`src/include/dps_pkg.sv`:
```
// constants and types shared by the dual-port reservation switch
package dps_pkg;
    // ----------------------------------------------------------------
    // widths and timing
    // ----------------------------------------------------------------
    localparam int ADDR_W       = 4;
    localparam int CLK_NS       = 10;
    localparam int SEL_WAIT_NS  = 1000;
    localparam int SEL_WAIT_CYC = SEL_WAIT_NS / CLK_NS;
    localparam int REL_MIN_NS   = 1000;
    localparam int REL_MIN_CYC  = (REL_MIN_NS + CLK_NS - 1) / CLK_NS;
    localparam int SETTLE_CYC   = 4;
    // ----------------------------------------------------------------
    // register map
    // ----------------------------------------------------------------
    localparam logic [11:0] CTRL_OFS  = 12'h000;
    localparam logic [11:0] STAT_OFS  = 12'h004;
    localparam int          CTRL_VAR  = 0;
    localparam logic        CTRL_RST  = 1'h0;
    localparam int          STAT_ST   = 0;
    localparam int          STAT_OWN  = 2;
    localparam int          STAT_PLUG = 4;
    localparam int          STAT_OVR  = 8;
    localparam int          STAT_HELD = 10;
    // ----------------------------------------------------------------
    // types
    // ----------------------------------------------------------------
    typedef enum logic [1:0] {OVR_AUTO, OVR_FORCE_A, OVR_FORCE_B, OVR_SPARE} dps_ovr_e;
    typedef enum logic {VAR_STICKY, VAR_STROBE} dps_variant_e;
    typedef enum logic [1:0] {ST_NEUTRAL, ST_TRY, ST_OWNED} dps_state_e;
    typedef struct packed {
        logic [ADDR_W-1:0] addr;
        logic              sel_en;
        logic              rel_req;
        logic              prio;
    } dps_port_in_s;
    typedef struct packed {
        logic selected;
        logic held_by_other_port;
    } dps_port_out_s;
endpackage

```
`src/hw/dps_switch.sv`:
```
// reservation and selection switch between two controller ports and one drive
`timescale 1ns/1ns
// ----------------------------------------------------------------
// ----------------------------------------------------------------
module dps_switch (
    input  wire logic                             clk,
    input  wire logic                             rst_b,
    input  wire dps_pkg::dps_port_in_s [1:0]      port_in,
    output dps_pkg::dps_port_out_s     [1:0]      port_out,
    input  wire logic [1:0]                       ovr_sw,
    output logic [dps_pkg::ADDR_W-1:0]            drv_addr,
    output logic                                  drv_sel_en,
    input  wire logic                             drv_selected,
    input  wire logic                             hsel,
    input  wire logic [31:0]                      haddr,
    input  wire logic [1:0]                       htrans,
    input  wire logic                             hwrite,
    input  wire logic [2:0]                       hsize,
    input  wire logic [31:0]                      hwdata,
    input  wire logic                             hready,
    output logic                                  hreadyout,
    output logic                                  hresp,
    output logic [31:0]                           hrdata
);
    import dps_pkg::*;

    localparam int CNT_W = $clog2(REL_MIN_CYC + 1);
    localparam int WT_W  = $clog2(SEL_WAIT_CYC + 1);

    dps_port_in_s [1:0] pin;
    dps_ovr_e           ovr;
    logic               drv_sel;
    logic [1:0]         ovr_raw;
    dps_variant_e       variant;
    dps_state_e         st_q;
    logic               cur_q;
    logic               last_win_q;
    logic [ADDR_W-1:0]  plug_q;
    logic [WT_W-1:0]    wait_q;
    logic [CNT_W-1:0]   rel_cnt_q [2];
    logic [1:0]         rel_prev_q;
    logic [1:0]         rel_fall;
    logic [1:0]         sel;
    logic [1:0]         prio;
    logic [1:0]         match;
    logic               auto_mode;
    logic               forced;
    logic               act;
    logic               fwd;
    logic               oth;
    logic               answered;
    logic               timed_out;
    logic               held_now;
    logic [31:0]        status;

    // ----------------------------------------------------------------
    // pin synchronisers
    // ----------------------------------------------------------------
    genvar p;
    generate
        for (p = 0; p < 2; p++)
        begin : g_pin
            dps_sync #(.W($bits(dps_port_in_s))) u_sync (
                .clk   (clk),
                .rst_b (rst_b),
                .d     (port_in[p]),
                .q     (pin[p])
            );
        end
    endgenerate

    // drive answer and override switch come from outside too
    dps_sync #(.W(3)) u_sync_misc (
        .clk   (clk),
        .rst_b (rst_b),
        .d     ({drv_selected, ovr_sw}),
        .q     ({drv_sel, ovr_raw})
    );

    assign ovr = dps_ovr_e'(ovr_raw);

    // ----------------------------------------------------------------
    // per-port decode and release pulse width check
    // ----------------------------------------------------------------
    generate
        for (p = 0; p < 2; p++)
        begin : g_port
            assign sel[p]   = pin[p].sel_en;
            assign prio[p]  = pin[p].prio;
            assign match[p] = pin[p].addr == plug_q;
            // short glitches on the release line must not drop a reservation
            always_ff @(posedge clk or negedge rst_b)
            begin
                if (!rst_b)
                begin
                    rel_cnt_q[p]  <= '0;
                    rel_prev_q[p] <= 1'b0;
                end
                else
                begin
                    rel_prev_q[p] <= pin[p].rel_req;
                    if (!pin[p].rel_req)
                        rel_cnt_q[p] <= '0;
                    else if (rel_cnt_q[p] != CNT_W'(REL_MIN_CYC))
                        rel_cnt_q[p] <= rel_cnt_q[p] + CNT_W'(1);
                end
            end
            // act on the falling edge of a long enough pulse
            assign rel_fall[p] = rel_prev_q[p] & ~pin[p].rel_req
                               & (rel_cnt_q[p] == CNT_W'(REL_MIN_CYC));
        end
    endgenerate

    // ----------------------------------------------------------------
    // arbitration
    // ----------------------------------------------------------------
    assign auto_mode = ovr == OVR_AUTO;
    assign forced    = ovr == OVR_FORCE_A || ovr == OVR_FORCE_B;
    assign oth       = ~cur_q;
    // ignore a stale selected level left over from the last owner
    assign answered  = drv_sel && wait_q >= WT_W'(SETTLE_CYC);
    assign timed_out = wait_q == WT_W'(SEL_WAIT_CYC - 1);
    assign held_now  = st_q == ST_OWNED && sel[oth] && match[oth];

    // state, owner and tie-break memory
    always_ff @(posedge clk or negedge rst_b)
    begin
        if (!rst_b)
        begin
            st_q       <= ST_NEUTRAL;
            cur_q      <= 1'b0;
            last_win_q <= 1'b1;
        end
        else if (!auto_mode)
            st_q <= ST_NEUTRAL;
        else
        begin
            unique case (st_q)
                ST_NEUTRAL:
                    if (sel[0] || sel[1])
                    begin
                        st_q <= ST_TRY;
                        // alternate on a tie so neither port starves
                        cur_q <= (sel[0] && sel[1]) ? ~last_win_q : sel[1];
                    end
                ST_TRY:
                    if (answered)
                    begin
                        st_q       <= ST_OWNED;
                        last_win_q <= cur_q;
                    end
                    else if (!sel[cur_q] || timed_out)
                    begin
                        st_q       <= ST_NEUTRAL;
                        last_win_q <= cur_q;
                    end
                ST_OWNED:
                    if (variant == VAR_STICKY)
                    begin
                        if (rel_fall[cur_q])
                            st_q <= ST_NEUTRAL;
                        else if (rel_fall[oth] && held_now)
                            st_q <= ST_NEUTRAL;
                    end
                    else
                    begin
                        if (!sel[cur_q] && !prio[cur_q])
                            st_q <= ST_NEUTRAL;
                        else if (prio[oth] && !prio[cur_q])
                            st_q <= ST_NEUTRAL;
                    end
            endcase
        end
    end

    // answer wait counter for the provisional reservation
    always_ff @(posedge clk or negedge rst_b)
    begin
        if (!rst_b)
            wait_q <= '0;
        else if (st_q != ST_TRY)
            wait_q <= '0;
        else if (!timed_out)
            wait_q <= wait_q + WT_W'(1);
    end

    // plug register keeps the winning address
    always_ff @(posedge clk or negedge rst_b)
    begin
        if (!rst_b)
            plug_q <= '0;
        else if (auto_mode && st_q == ST_TRY && answered)
            plug_q <= pin[cur_q].addr;
    end

    // ----------------------------------------------------------------
    // drive and controller outputs
    // ----------------------------------------------------------------
    assign act = forced ? (ovr == OVR_FORCE_B) : cur_q;
    assign fwd = forced || (auto_mode && st_q != ST_NEUTRAL);

    // forwarded address and strobe toward the drive
    always_ff @(posedge clk or negedge rst_b)
    begin
        if (!rst_b)
        begin
            drv_addr   <= '0;
            drv_sel_en <= 1'b0;
        end
        else
        begin
            drv_addr   <= fwd ? pin[act].addr : '0;
            drv_sel_en <= fwd && pin[act].sel_en;
        end
    end

    // status lines back to each controller
    generate
        for (p = 0; p < 2; p++)
        begin : g_out
            always_ff @(posedge clk or negedge rst_b)
            begin
                if (!rst_b)
                    port_out[p] <= '0;
                else
                begin
                    port_out[p].selected <= fwd && act == 1'(p) && drv_sel
                        && (forced || st_q == ST_OWNED);
                    port_out[p].held_by_other_port <= auto_mode && held_now
                        && oth == 1'(p);
                end
            end
        end
    endgenerate

    // ----------------------------------------------------------------
    // register file
    // ----------------------------------------------------------------
    always_comb
    begin
        status                 = 32'h0000_0000;
        status[STAT_ST +: 2]   = st_q;
        status[STAT_OWN]       = cur_q;
        status[STAT_PLUG +: ADDR_W] = plug_q;
        status[STAT_OVR +: 2]  = ovr;
        status[STAT_HELD]      = held_now;
    end

    dps_ahb_regs u_regs (
        .clk       (clk),
        .rst_b     (rst_b),
        .hsel      (hsel),
        .haddr     (haddr),
        .htrans    (htrans),
        .hwrite    (hwrite),
        .hsize     (hsize),
        .hwdata    (hwdata),
        .hready    (hready),
        .hreadyout (hreadyout),
        .hresp     (hresp),
        .hrdata    (hrdata),
        .status    (status),
        .variant   (variant)
    );
endmodule

```
`src/hw/dps_sync.sv`:
```
// two-flop synchroniser for a group of pin levels
`timescale 1ns/1ns
module dps_sync #(
    parameter int W = 1
) (
    input  wire logic         clk,
    input  wire logic         rst_b,
    input  wire logic [W-1:0] d,
    output logic      [W-1:0] q
);
    logic [W-1:0] meta_q;

    // first stage feeds only the second
    always_ff @(posedge clk or negedge rst_b)
    begin
        if (!rst_b)
        begin
            meta_q <= '0;
            q      <= '0;
        end
        else
        begin
            meta_q <= d;
            q      <= meta_q;
        end
    end
endmodule

```
`src/hw/dps_ahb_regs.sv`:
```
// ahb-lite slave holding the control and status registers
`timescale 1ns/1ns
module dps_ahb_regs (
    input  wire logic        clk,
    input  wire logic        rst_b,
    input  wire logic        hsel,
    input  wire logic [31:0] haddr,
    input  wire logic [1:0]  htrans,
    input  wire logic        hwrite,
    input  wire logic [2:0]  hsize,
    input  wire logic [31:0] hwdata,
    input  wire logic        hready,
    output logic             hreadyout,
    output logic             hresp,
    output logic [31:0]      hrdata,
    input  wire logic [31:0] status,
    output dps_pkg::dps_variant_e variant
);
    import dps_pkg::*;

    logic        wr_q;
    logic [11:0] waddr_q;
    logic        take;

    // zero wait state, always okay
    assign hreadyout = 1'b1;
    assign hresp     = 1'b0;
    assign take      = hsel & hready & htrans[1] & (hsize == 3'h2);

    // capture write address phase
    always_ff @(posedge clk or negedge rst_b)
    begin
        if (!rst_b)
        begin
            wr_q    <= 1'b0;
            waddr_q <= 12'h000;
        end
        else
        begin
            wr_q    <= take & hwrite;
            waddr_q <= haddr[11:0];
        end
    end

    // control register, written in the data phase
    always_ff @(posedge clk or negedge rst_b)
    begin
        if (!rst_b)
            variant <= dps_variant_e'(CTRL_RST);
        else if (wr_q && waddr_q == CTRL_OFS)
            variant <= dps_variant_e'(hwdata[CTRL_VAR]);
    end

    // read data registered at the address phase; unmapped reads zero
    always_ff @(posedge clk or negedge rst_b)
    begin
        if (!rst_b)
            hrdata <= 32'h0000_0000;
        else if (take && !hwrite)
        begin
            if (haddr[11:0] == CTRL_OFS)
                hrdata <= {31'h0, variant};
            else if (haddr[11:0] == STAT_OFS)
                hrdata <= status;
            else
                hrdata <= 32'h0000_0000;
        end
    end
endmodule

```
`config.mk`:
```
export PLATFORM = sky130hd
export DESIGN_NAME = dps_switch
export DESIGN_NICKNAME = d
export VERILOG_FILES = /design/src/include/dps_pkg.sv /design/src/hw/dps_switch.sv /design/src/hw/dps_sync.sv /design/src/hw/dps_ahb_regs.sv
export SDC_FILE = /design/constraint.sdc
export NUM_CORES = 1
export LEC_CHECK = 0
export BUFFER_PORTS_ARGS = -buffer_cell sky130_fd_sc_hd__buf_2
export CAP_MARGIN = 10
export CORE_MARGIN = 5
export CORE_UTILIZATION = 24
export DETAILED_ROUTE_END_ITERATION = 12
export HOLD_SLACK_MARGIN = 0.03
export PLACE_DENSITY = 0.45
export RECOVER_POWER = 100
export SLEW_MARGIN = 25
export SYNTH_ARGS = -nofsm -noshare
export SYNTH_HDL_FRONTEND = slang
export SYNTH_SLANG_ARGS = --single-unit
```
`constraint.sdc`:
```
create_clock -name clk -period 3.02 [get_ports clk]
set_clock_uncertainty 0.1 [all_clocks]
set_input_delay 0.151 -clock clk [delete_from_list [all_inputs] [get_ports clk]]
set_output_delay 0.151 -clock clk [all_outputs]
set_load 0.05 [all_outputs]
```
# Word-level counts from Yosys, hierarchy flattened
# Index checks and enable logic that the tools add are counted.
# totals
register_bits	120
output_inout_bits	43
wordCells	146
# classes
addsub	3
order_cmp	4
n_eq_ne	21
mux	41
bitwise_logic	13
reduce_logical	39
# op_table
op	count
2-to-1 mux 7 bit	10
logical NOT 12 bit	2
logical AND 1 bit	22
2-to-1 mux 11 bit	2
adder 7 x 1 -> 7 bit, second input constant	3
equality test 7 bit, second input constant	3
2-to-1 mux 1 bit	18
2-to-1 mux 2 bit	9
!= test 7 bit, second input constant	2
equality test 12 x 3 -> 1 bit, second input constant	1
AND 1 bit	8
equality test 4 bit	2
greater-or-equal comparator 7 x 3 -> 1 bit, second input constant	1
< comparator 1 x 2 -> 1 bit, second input constant	3
case mux 2 bit (3 select lines)	1
AND reduction 3 bit	2
logical OR 1 bit	5
!= test 5 x 4 -> 1 bit, second input constant	1
!= test 5 bit, second input constant	1
inverter 1 bit	5
equality test 2 x 1 -> 1 bit, second input constant	2
equality test 2 bit, second input constant	2
logical NOT 2 bit	2
2-to-1 mux 4 bit	1
8 further kinds	13

# Logic depth before layout (Yosys ltp)
# Gate-level depths: netlist of run 1.
# depth
word_depth	11
ltp_mapped	9
depth_no_buf	8

# By module
# From an unflattened synthesis of run 1, not the netlist that was laid out.
# hier_totals
hier_cells	428
area_unflattened_um2	4983.5
# modules_own_cells
mod	instances	cells_each	area_each_um2
dps_switch	1	216	2209.6
dps_ahb_regs	1	178	1923.1
dps_sync at g_pin[0].u_sync ...	2	14	350.3
dps_sync at u_sync_misc	1	6	150.1

# Worst setup path before layout of run 1
# Ideal clock, no wire load.
# synth_path
path_type	register to register
startpoint	register rel_cnt_q[0] in the netlist's numbering
endpoint	register rel_cnt_q[5] in the netlist's numbering
setup_time_ns	0.119
arrival_time_ns	1.864
required_time_ns	2.801
slack_ns	0.937
stages_incl_launch_ff	10
synth_period_minus_slack_ns	2.083
cell_sequence	dfrtp_1 > inv_1 > ha_1 > nor4bb_2 > and3_1 > buf_2 > a2111oi_4 > nand3_1 > xnor2_1 > and2_1
# synth_via
elab_chain_cells	3
# synth_lines
element	line_no	text
from (decl)	dps_switch.sv:40	logic [CNT_W-1:0] rel_cnt_q [2];
from (signal, indexed assignment)	dps_switch.sv:105	rel_cnt_q[p] <= rel_cnt_q[p] + CNT_W'(1);
adder 7 x 1 -> 7 bit	dps_switch.sv:105	
2-to-1 mux 7 bit	dps_switch.sv:104	else if (rel_cnt_q[p] != CNT_W'(REL_MIN_CYC))
2-to-1 mux 7 bit	dps_switch.sv:102	if (!pin[p].rel_req)
# Several ways; a longest one is shown, not always the timed one. The select of a mux whose other input is x is not followed.
# A chain may end at the register's enable or synchronous reset.

# Worst setup path after layout of run 1
# layout_path
startpoint	register cur_q
endpoint	register st_q[0]
# layout_via
elab_chain_cells	8
# layout_lines
element	line_no	text
from (decl)	dps_switch.sv:36	logic cur_q;
from (signal assigned)	dps_switch.sv:144	cur_q <= (sel[0] && sel[1]) ? ~last_win_q : sel[1];
2-to-1 mux 1 bit (on tied branches) (2 in a row)	dps_switch.sv:152, dps_switch.sv:167, dps_switch.sv:169	
logical NOT 1 bit (on tied branches)	dps_switch.sv:152, dps_switch.sv:167, dps_switch.sv:169	
logical AND 1 bit	dps_switch.sv:167	if (!sel[cur_q] && !prio[cur_q])
2-to-1 mux 2 bit	dps_switch.sv:167	
2-to-1 mux 2 bit	dps_switch.sv:158	if (variant == VAR_STICKY)
case mux 2 bit (3 select lines)	dps_switch.sv:138	unique case (st_q)
2-to-1 mux 2 bit	dps_switch.sv:134	else if (!auto_mode)
to (signal assigned)	dps_switch.sv:135	st_q <= ST_NEUTRAL;
to (signal assigned)	dps_switch.sv:161	st_q <= ST_NEUTRAL;
to (signal assigned)	dps_switch.sv:168	st_q <= ST_NEUTRAL;
to (decl)	dps_switch.sv:35	dps_state_e st_q;
# Several ways; a longest one is shown, not always the timed one. The select of a mux whose other input is x is not followed.

==> results of run 1 <==
## routing by layer
layer / vias up / part of all wire (%)
met2: 74 / 44
met4: 0 / 1.3
met1: 1280 / 47
met5: - / 0
li1: 1242 / -
met3: 11 / 7.2
## logic make-up (layout without fill, tap and decap cells)
| family | after synthesis | after routing | synth area share, % |
|---|---|---|---|
| compound gates | 46 | 46 | 8.65 |
| buf+inv | 49 | 123 | 6.88 |
| simple gates | 85 | 85 | 12.2 |
| xor+xnor | 16 | 16 | 3.47 |
| flops | 98 | 98 | 60.8 |
| mux | 17 | 17 | 4.34 |
| fa+ha+maj | 11 | 11 | 3.41 |
| other cells | 2 | 24 | 0.186 |
## cell type report
cell class / instances / area (um2) / area share [%]
Timing Repair Buffer: 90 / 586 / 11.6
Inverter: 17 / 63.8 / 1.27
Clock inverter: 5 / 61.3 / 1.22
Tap cell: 220 / 275 / 5.48
Multi-Input combinational cell: 199 / 1360 / 27.0
Clock buffer: 11 / 233 / 4.63
Sequential cell: 98 / 2450 / 48.8
## power breakdown
group	switching, mW	internal [mW]
Combinational	0.196	0.114
Sequential	0.0557	1.38
Clock	0.508	0.649
Total	0.760	2.14
## timing repair
item	CTS	global route
hold endpoints to repair	82	0
resized for setup	0	0
hold buffers	32	0
buffers inserted	0	0
## stage by stage
step	setup slack (ns)	utilization, %	std cells	power [mW]
after floorplan	0.937	-	346	1.67
after detailed placement	0.679	27.2	592	1.75
after global routing	0.260	30.4	640	3.03
after CTS	0.639	30.9	640	2.96
after global placement	0.682	27.2	592	1.74
final	0.465	30.4	640	2.90
## layout by cell type (no fill, tap or decap), types with 4 or more instances in the layout
master and instances:
nor4_1 4, clkbuf_16 9, buf_2 24, nand3_1 12, dlygate4sd3_1 32, a22o_1 14
mux2i_1 13, and3_1 4, nor2_1 10, conb_1 24, nand2_1 10, or3_1 4
a21oi_1 8, nor3_1 5, clkbuf_1 34, mux2_2 4, dfrtp_1 97, o21ai_0 9
ha_1 11, inv_1 17, and2_0 9, xnor2_1 12, and2_1 4, xor2_1 4
nor2b_1 11
## worst register-to-register path, cell delays in order (launching register included)
cell and delay, ns:
dfrtp_1 0.83, nand2_1 0.22, o32a_1 0.22, nor4_1 0.55, nand2_1 0.13, a21oi_2 0.22
mux2i_1 0.20
## flip-flops by register name (all words and copies together), names as in the netlist, 2 cells and up
name,flops
port_out,4
g_pin.u_sync.meta_q,14
g_pin.u_sync.q,14
rel_cnt_q,14
st_q,2
u_sync_misc.q,3
plug_q,4
drv_addr,4
u_regs.waddr_q,12
rel_prev_q,2
u_sync_misc.meta_q,3
wait_q,7
u_regs.hrdata,10
## worst min-delay path by stage
stage | start | to | slack (ns) | depth (start not counted)
CTS | hready | u_regs.wr_q$_DFF_PN0_ | 0.09 | 3
finish | hready | u_regs.wr_q$_DFF_PN0_ | 0.09 | 3
global placement | rst_b | g_pin[0].u_sync.q[5]$_DFF_PN0_ | 0.14 | 1
detailed placement | rst_b | g_pin[0].u_sync.q[5]$_DFF_PN0_ | 0.15 | 1
global route | hready | u_regs.wr_q$_DFF_PN0_ | 0.12 | 3
floorplan | rst_b | cur_q$_DFFE_PN0P_ | -0.24 | 0
==> impl_metrics.ini, run 1 <==
[worst_setup_path]
r2r_end = st_q[0]$_DFFE_PN0P_
cp-endpoint = st_q[0]$_DFFE_PN0P_
path_cells = nand2_1 > o32a_1 > nor4_1 > nand2_1 > a21oi_2 > mux2i_1
critPathMaxStageDelay_ns = 0.83
cp-end-kind = register
worstSetupPathType = register to register
cp_top_family = simple AND/OR/NAND/NOR gates
cp.arrival_ns = 2.73
r2r_slack_ns = 0.46
start_kind = register
cp_common_cell = nand2_1
path_buf_inv = 0
r2r_cells = 6
cp.depth = 6
crit_start = cur_q$_DFFE_PN0P_
regToRegStartpoint = cur_q$_DFFE_PN0P_
critical_path.max_fanout = 18
cp.required_ns = 3.19
cpMaxStageDelayCell = dfrtp_1

[sta]
fmax_ghz = 0.391
setup_violations = 0
tightest_slew_ns = 1.38
hold_viol_final = 0
slew_headroom_pct = 7.87
min_period_ns = 2.56
tns_ns = 0
drv_slew = 0
whs_ns = 0.0918
rsz0062_at_grt = no
finalCritPeriodShare_pct = 84.6

[global_routing]
track_usage_pct = 9.10
grt_busiest_layer = met2
met3_usage_pct = 3.98
use_met2_pct = 13.8
grt_pass1_vias = 2673
grt_pass1_wl_mm = 14.1
antenna_found_initial = 0
gr-total-overflow = 0
gr-usage-met1_pct = 11.8
grt_max_degree = 54

[synth]
yosysSeqAreaShare_pct = 60.8
async_flop_share_pct = 100
synth_most_common_cell = dfrtp_1
synth_area_um2 = 4040
yosys_warnings = 0
synth_commonest_cells = 97 x dfrtp_1, 24 x buf_4, 17 x inv_1, 14 x a22o_1
yosys.area.top_type = dfrtp_1
avgSynthCellArea_um2 = 12.5
synth-seq-cells = 98
syn_inst = 324
synth_top_cell_area_share_pct = 60.2
synth_edf_count = 0
synth.distinct_cells = 46
synthTopCellsByArea = dfrtp_1 60%, buf_4 4.5%, ha_1 3.4%
synth-main-ff-cell = dfrtp_1

[placed_design]
gp_congestion = 0.779
post_dp_cell_area_um2 = 4490
place_hpwl_mm = 5.72
io_buffer_count = 57

[die]
core_area_um2 = 16500
ios = 134
rows = 47
die_x_um = 140
fp.dieH_um = 140
start_util_pct = 24.4
die_area_um2 = 19500

[final_layout]
n_fill_cell = 1710
num_antenna_cells = 0
areaGrowthSynthToFinish_pct = 24.6
nets = 517
stdcell_area_um2 = 5030
drive_gt1_share_pct = 11.0

[pwr]
powerDensity_nw_per_um2 = 577
ir_drop_v = 0.000329
leakage_nw = 2.25

[clock_network]
cts-root-buf = clkbuf_16
path_clk_slew_ns = 0.07
numCtsBuffers = 9
clock_latency_ns = 0.35
cts.sinks = 98
cts_tree = done
cts-htree-levels = 3
cts_buffer_depth = 2

[routing]
wl_per_cell_um = 13.0
vias_per_cell = 4.07
ant_nets = 0
drt_iter0_markers = 74
wl_mm = 8.34
drt-pass1-iter-count = 4
route.detailed.drc = 0
via_count = 2607

[run]
maxCapViolCount = 0

[status]
status = finished, final reports clean

[hold_path]
hp-class = primary input to register
Power figures use the tool's default switching activity.
==> inputs of run 2 (changes only) <==
--- a/config.mk
+++ b/config.mk
@@ -5,13 +5,14 @@
 export SDC_FILE = /design/constraint.sdc
 export NUM_CORES = 1
 export LEC_CHECK = 0
+export ABC_AREA = 1
 export BUFFER_PORTS_ARGS = -buffer_cell sky130_fd_sc_hd__buf_2
 export CAP_MARGIN = 10
 export CORE_MARGIN = 5
 export CORE_UTILIZATION = 24
 export DETAILED_ROUTE_END_ITERATION = 12
 export HOLD_SLACK_MARGIN = 0.03
-export PLACE_DENSITY = 0.45
+export PLACE_DENSITY = 0.46
 export RECOVER_POWER = 100
 export SLEW_MARGIN = 25
 export SYNTH_ARGS = -nofsm -noshare
==> constraint.sdc (replaced) <==
create_clock -name clk -period 2.1 [get_ports clk]
set_clock_uncertainty 0.1 [all_clocks]
set_input_delay 0.105 -clock clk [delete_from_list [all_inputs] [get_ports clk]]
set_output_delay 0.105 -clock clk [all_outputs]
set_load 0.05 [all_outputs]
==> run 2 against run 1 <==
Synthesized cell count grew 29%. First-iteration DRC count grew 76%. Wire length grew 4.3%. Sequential share of layout area shrank 0.93 points. Utilization grew 0.26 points. Largest cell class unchanged. Highest routed layer unchanged.
==> impl_metrics.ini, run 2 <==
[worst_setup_path]
path_buf_inv = 0
critPathMaxStageDelay_ns = 0.42
cp-end-kind = register
path_cells = nor3_1 > nand4_1 > nand3_1 > nor2_1 > a31oi_2 > nand2_2 > nand2_1 > nand2_1
worstSetupPathType = register to register
cpMaxStageDelayCell = dfrtp_1
cp_top_family = simple AND/OR/NAND/NOR gates
start_kind = register
cp_common_cell = nand2_1
cp.arrival_ns = 1.92
cp.required_ns = 2.23
critical_path.max_fanout = 5

[routing]
wl_mm = 8.70
via_count = 3025
route.detailed.drc = 0
vias_per_cell = 4.07
ant_nets = 0
drt-pass1-iter-count = 4
drt_iter0_markers = 130
wl_per_cell_um = 11.7

[die]
rows = 47
core_area_um2 = 16700
start_util_pct = 24.6
die_area_um2 = 19800
ios = 134
die_x_um = 141
fp.dieH_um = 141

[global_routing]
grt_pass1_wl_mm = 14.5
antenna_found_initial = 0
track_usage_pct = 9.15
gr-total-overflow = 0
grt_max_degree = 99
grt_pass1_vias = 2892

[synth]
yosys.area.top_type = dfrtp_1
synth_edf_count = 0
yosys_warnings = 0
yosysSeqAreaShare_pct = 59.7
syn_inst = 419
async_flop_share_pct = 100
synth-main-ff-cell = dfrtp_1
synth-seq-cells = 98
synth_top_cell_area_share_pct = 59.1
avgSynthCellArea_um2 = 9.81
synth_commonest_cells = 97 x dfrtp_1, 69 x nand2_1, 50 x inv_1, 42 x o21ai_0, 38 x nor2_1
synth.distinct_cells = 33
synth_area_um2 = 4110
synth_most_common_cell = dfrtp_1
synthTopCellsByArea = dfrtp_1 59%, nand2_1 6.3%, o21ai_0 5.1%

[run]
maxCapViolCount = 0

[final_layout]
reg.largest.list = g_pin.u_sync.meta_q x14, g_pin.u_sync.q x14, rel_cnt_q x14
areaGrowthSynthToFinish_pct = 24.7
num_antenna_cells = 0
nets = 620
n_fill_cell = 1759
layout_common_cells = 97 x dfrtp_1, 69 x nand2_1, 50 x inv_1
mostFrequentLayoutCell = dfrtp_1
stdcell_area_um2 = 5120
drive_gt1_share_pct = 9.56

[sta]
setup_violations = 0
rsz0062_at_grt = no
min_period_ns = 1.78
finalCritPeriodShare_pct = 84.8
hold_viol_final = 0
slew_headroom_pct = 12.4
drv_slew = 0
fmax_ghz = 0.562
tns_ns = 0
tightest_slew_ns = 1.31
worst_slack_ns = 0.319

[placed_design]
io_buffer_count = 57
gp_congestion = 0.750
pre_cts_ws_ns = 0.371
post_dp_cell_area_um2 = 4600
place_hpwl_mm = 6.42

[clock_network]
ctsHoldBuffers = 32
cts_tree = done
cts_resized = 0
cts_setup_buffers = 0
numCtsBuffers = 9
cts_buffer_depth = 2
clock_latency_ns = 0.34
cts.sinks = 98
cts-htree-levels = 3
path_clk_slew_ns = 0.07
cts-root-buf = clkbuf_16

[hold_path]
hp-class = primary input to register

[pwr]
ir_drop_v = 0.000408
powerDensity_nw_per_um2 = 812
leakage_nw = 2.39

[status]
status = finished, final reports clean
==> run 2: cell count changes after synthesis, sizes merged, moves of 12 or more <==
| cell | change |
|---|---|
| inv | +34 |
| nand2 | +61 |
| nor2 | +30 |
| and2 | -12 |
| a22o | -14 |
| mux2i | -13 |
| o21ai | +37 |
==> run 2: cells by family (layout without fill, tap and decap cells) <==
| kind of cell | count (synthesis) | count (layout) | share of synthesized area (%) |
|---|---|---|---|
| compound gates | 67 | 67 | 8.74 |
| xor+xnor | 5 | 5 | 1.07 |
| fa+ha+maj | 11 | 11 | 3.35 |
| buf+inv | 80 | 162 | 9.90 |
| flops | 98 | 98 | 59.7 |
| other cells | 2 | 24 | 0.183 |
| simple gates | 156 | 156 | 17.1 |
==> run 2: tightest hold or removal path, cell delays in order <==
cell     delay (ns)
buf_2          0.07
nor3b_1        0.03
nand4_1        0.10
nor2_1         0.06
nand3_1        0.08
nand2_1        0.05
==> run 2: report_power, final <==
group / internal, mW / switching [mW]
Combinational: 0.151 / 0.382
Clock: 0.927 / 0.682
Sequential: 1.98 / 0.0422
==> run 2: final cells by class <==
type	instances	area (um2)	area share, %
Inverter	51	191	3.74
Clock inverter	4	51.3	1.00
Clock buffer	12	236	4.61
Tap cell	220	275	5.37
Multi-Input combinational cell	263	1310	25.5
Sequential cell	98	2450	47.9
Timing Repair Buffer	95	609	11.9
==> run 2: final timing paths <==
path,from,end,slack (ns),cells past startpoint
min,hsize[0],u_regs.hrdata[0]$_DFFE_PN0P_,0.10,6
max,wait_q[3]$_DFFE_PN0P_,st_q[1]$_DFFE_PN0P_,0.32,8
max in group asynchronous,rst_b,wait_q[4]$_DFFE_PN0P_,0.45,3
max reg2reg,wait_q[3]$_DFFE_PN0P_,st_q[1]$_DFFE_PN0P_,0.32,8
min in group asynchronous,rst_b,g_pin[1].u_sync.meta_q[6]$_DFF_PN0_,0.60,3
min reg2reg,g_pin[1].u_sync.meta_q[4]$_DFF_PN0_,g_pin[1].u_sync.q[4]$_DFF_PN0_,0.25,0
==> run 2: metrics by stage <==
| stage | hold slack, ns | util (%) | instances | total power, mW |
|---|---|---|---|---|
| 2_1_floorplan | -0.291 | - | 441 | 2.44 |
| 3_3_place_gp | 0.109 | 27.5 | 695 | 2.56 |
| 3_5_place_dp | 0.108 | 27.5 | 695 | 2.57 |
| 4_1_cts | 0.118 | 31.2 | 743 | 4.25 |
| 5_1_grt | 0.171 | 30.7 | 743 | 4.39 |
| 6_report | 0.104 | 30.7 | 743 | 4.16 |
==> run 2: layer usage <==
layer	share of wire, %	track usage, %	vias up
met5	0	0	-
met2	48	14.7	70
met3	5.3	2.88	11
li1	-	-	1501
met4	1.6	2.91	0
met1	45	11.8	1443
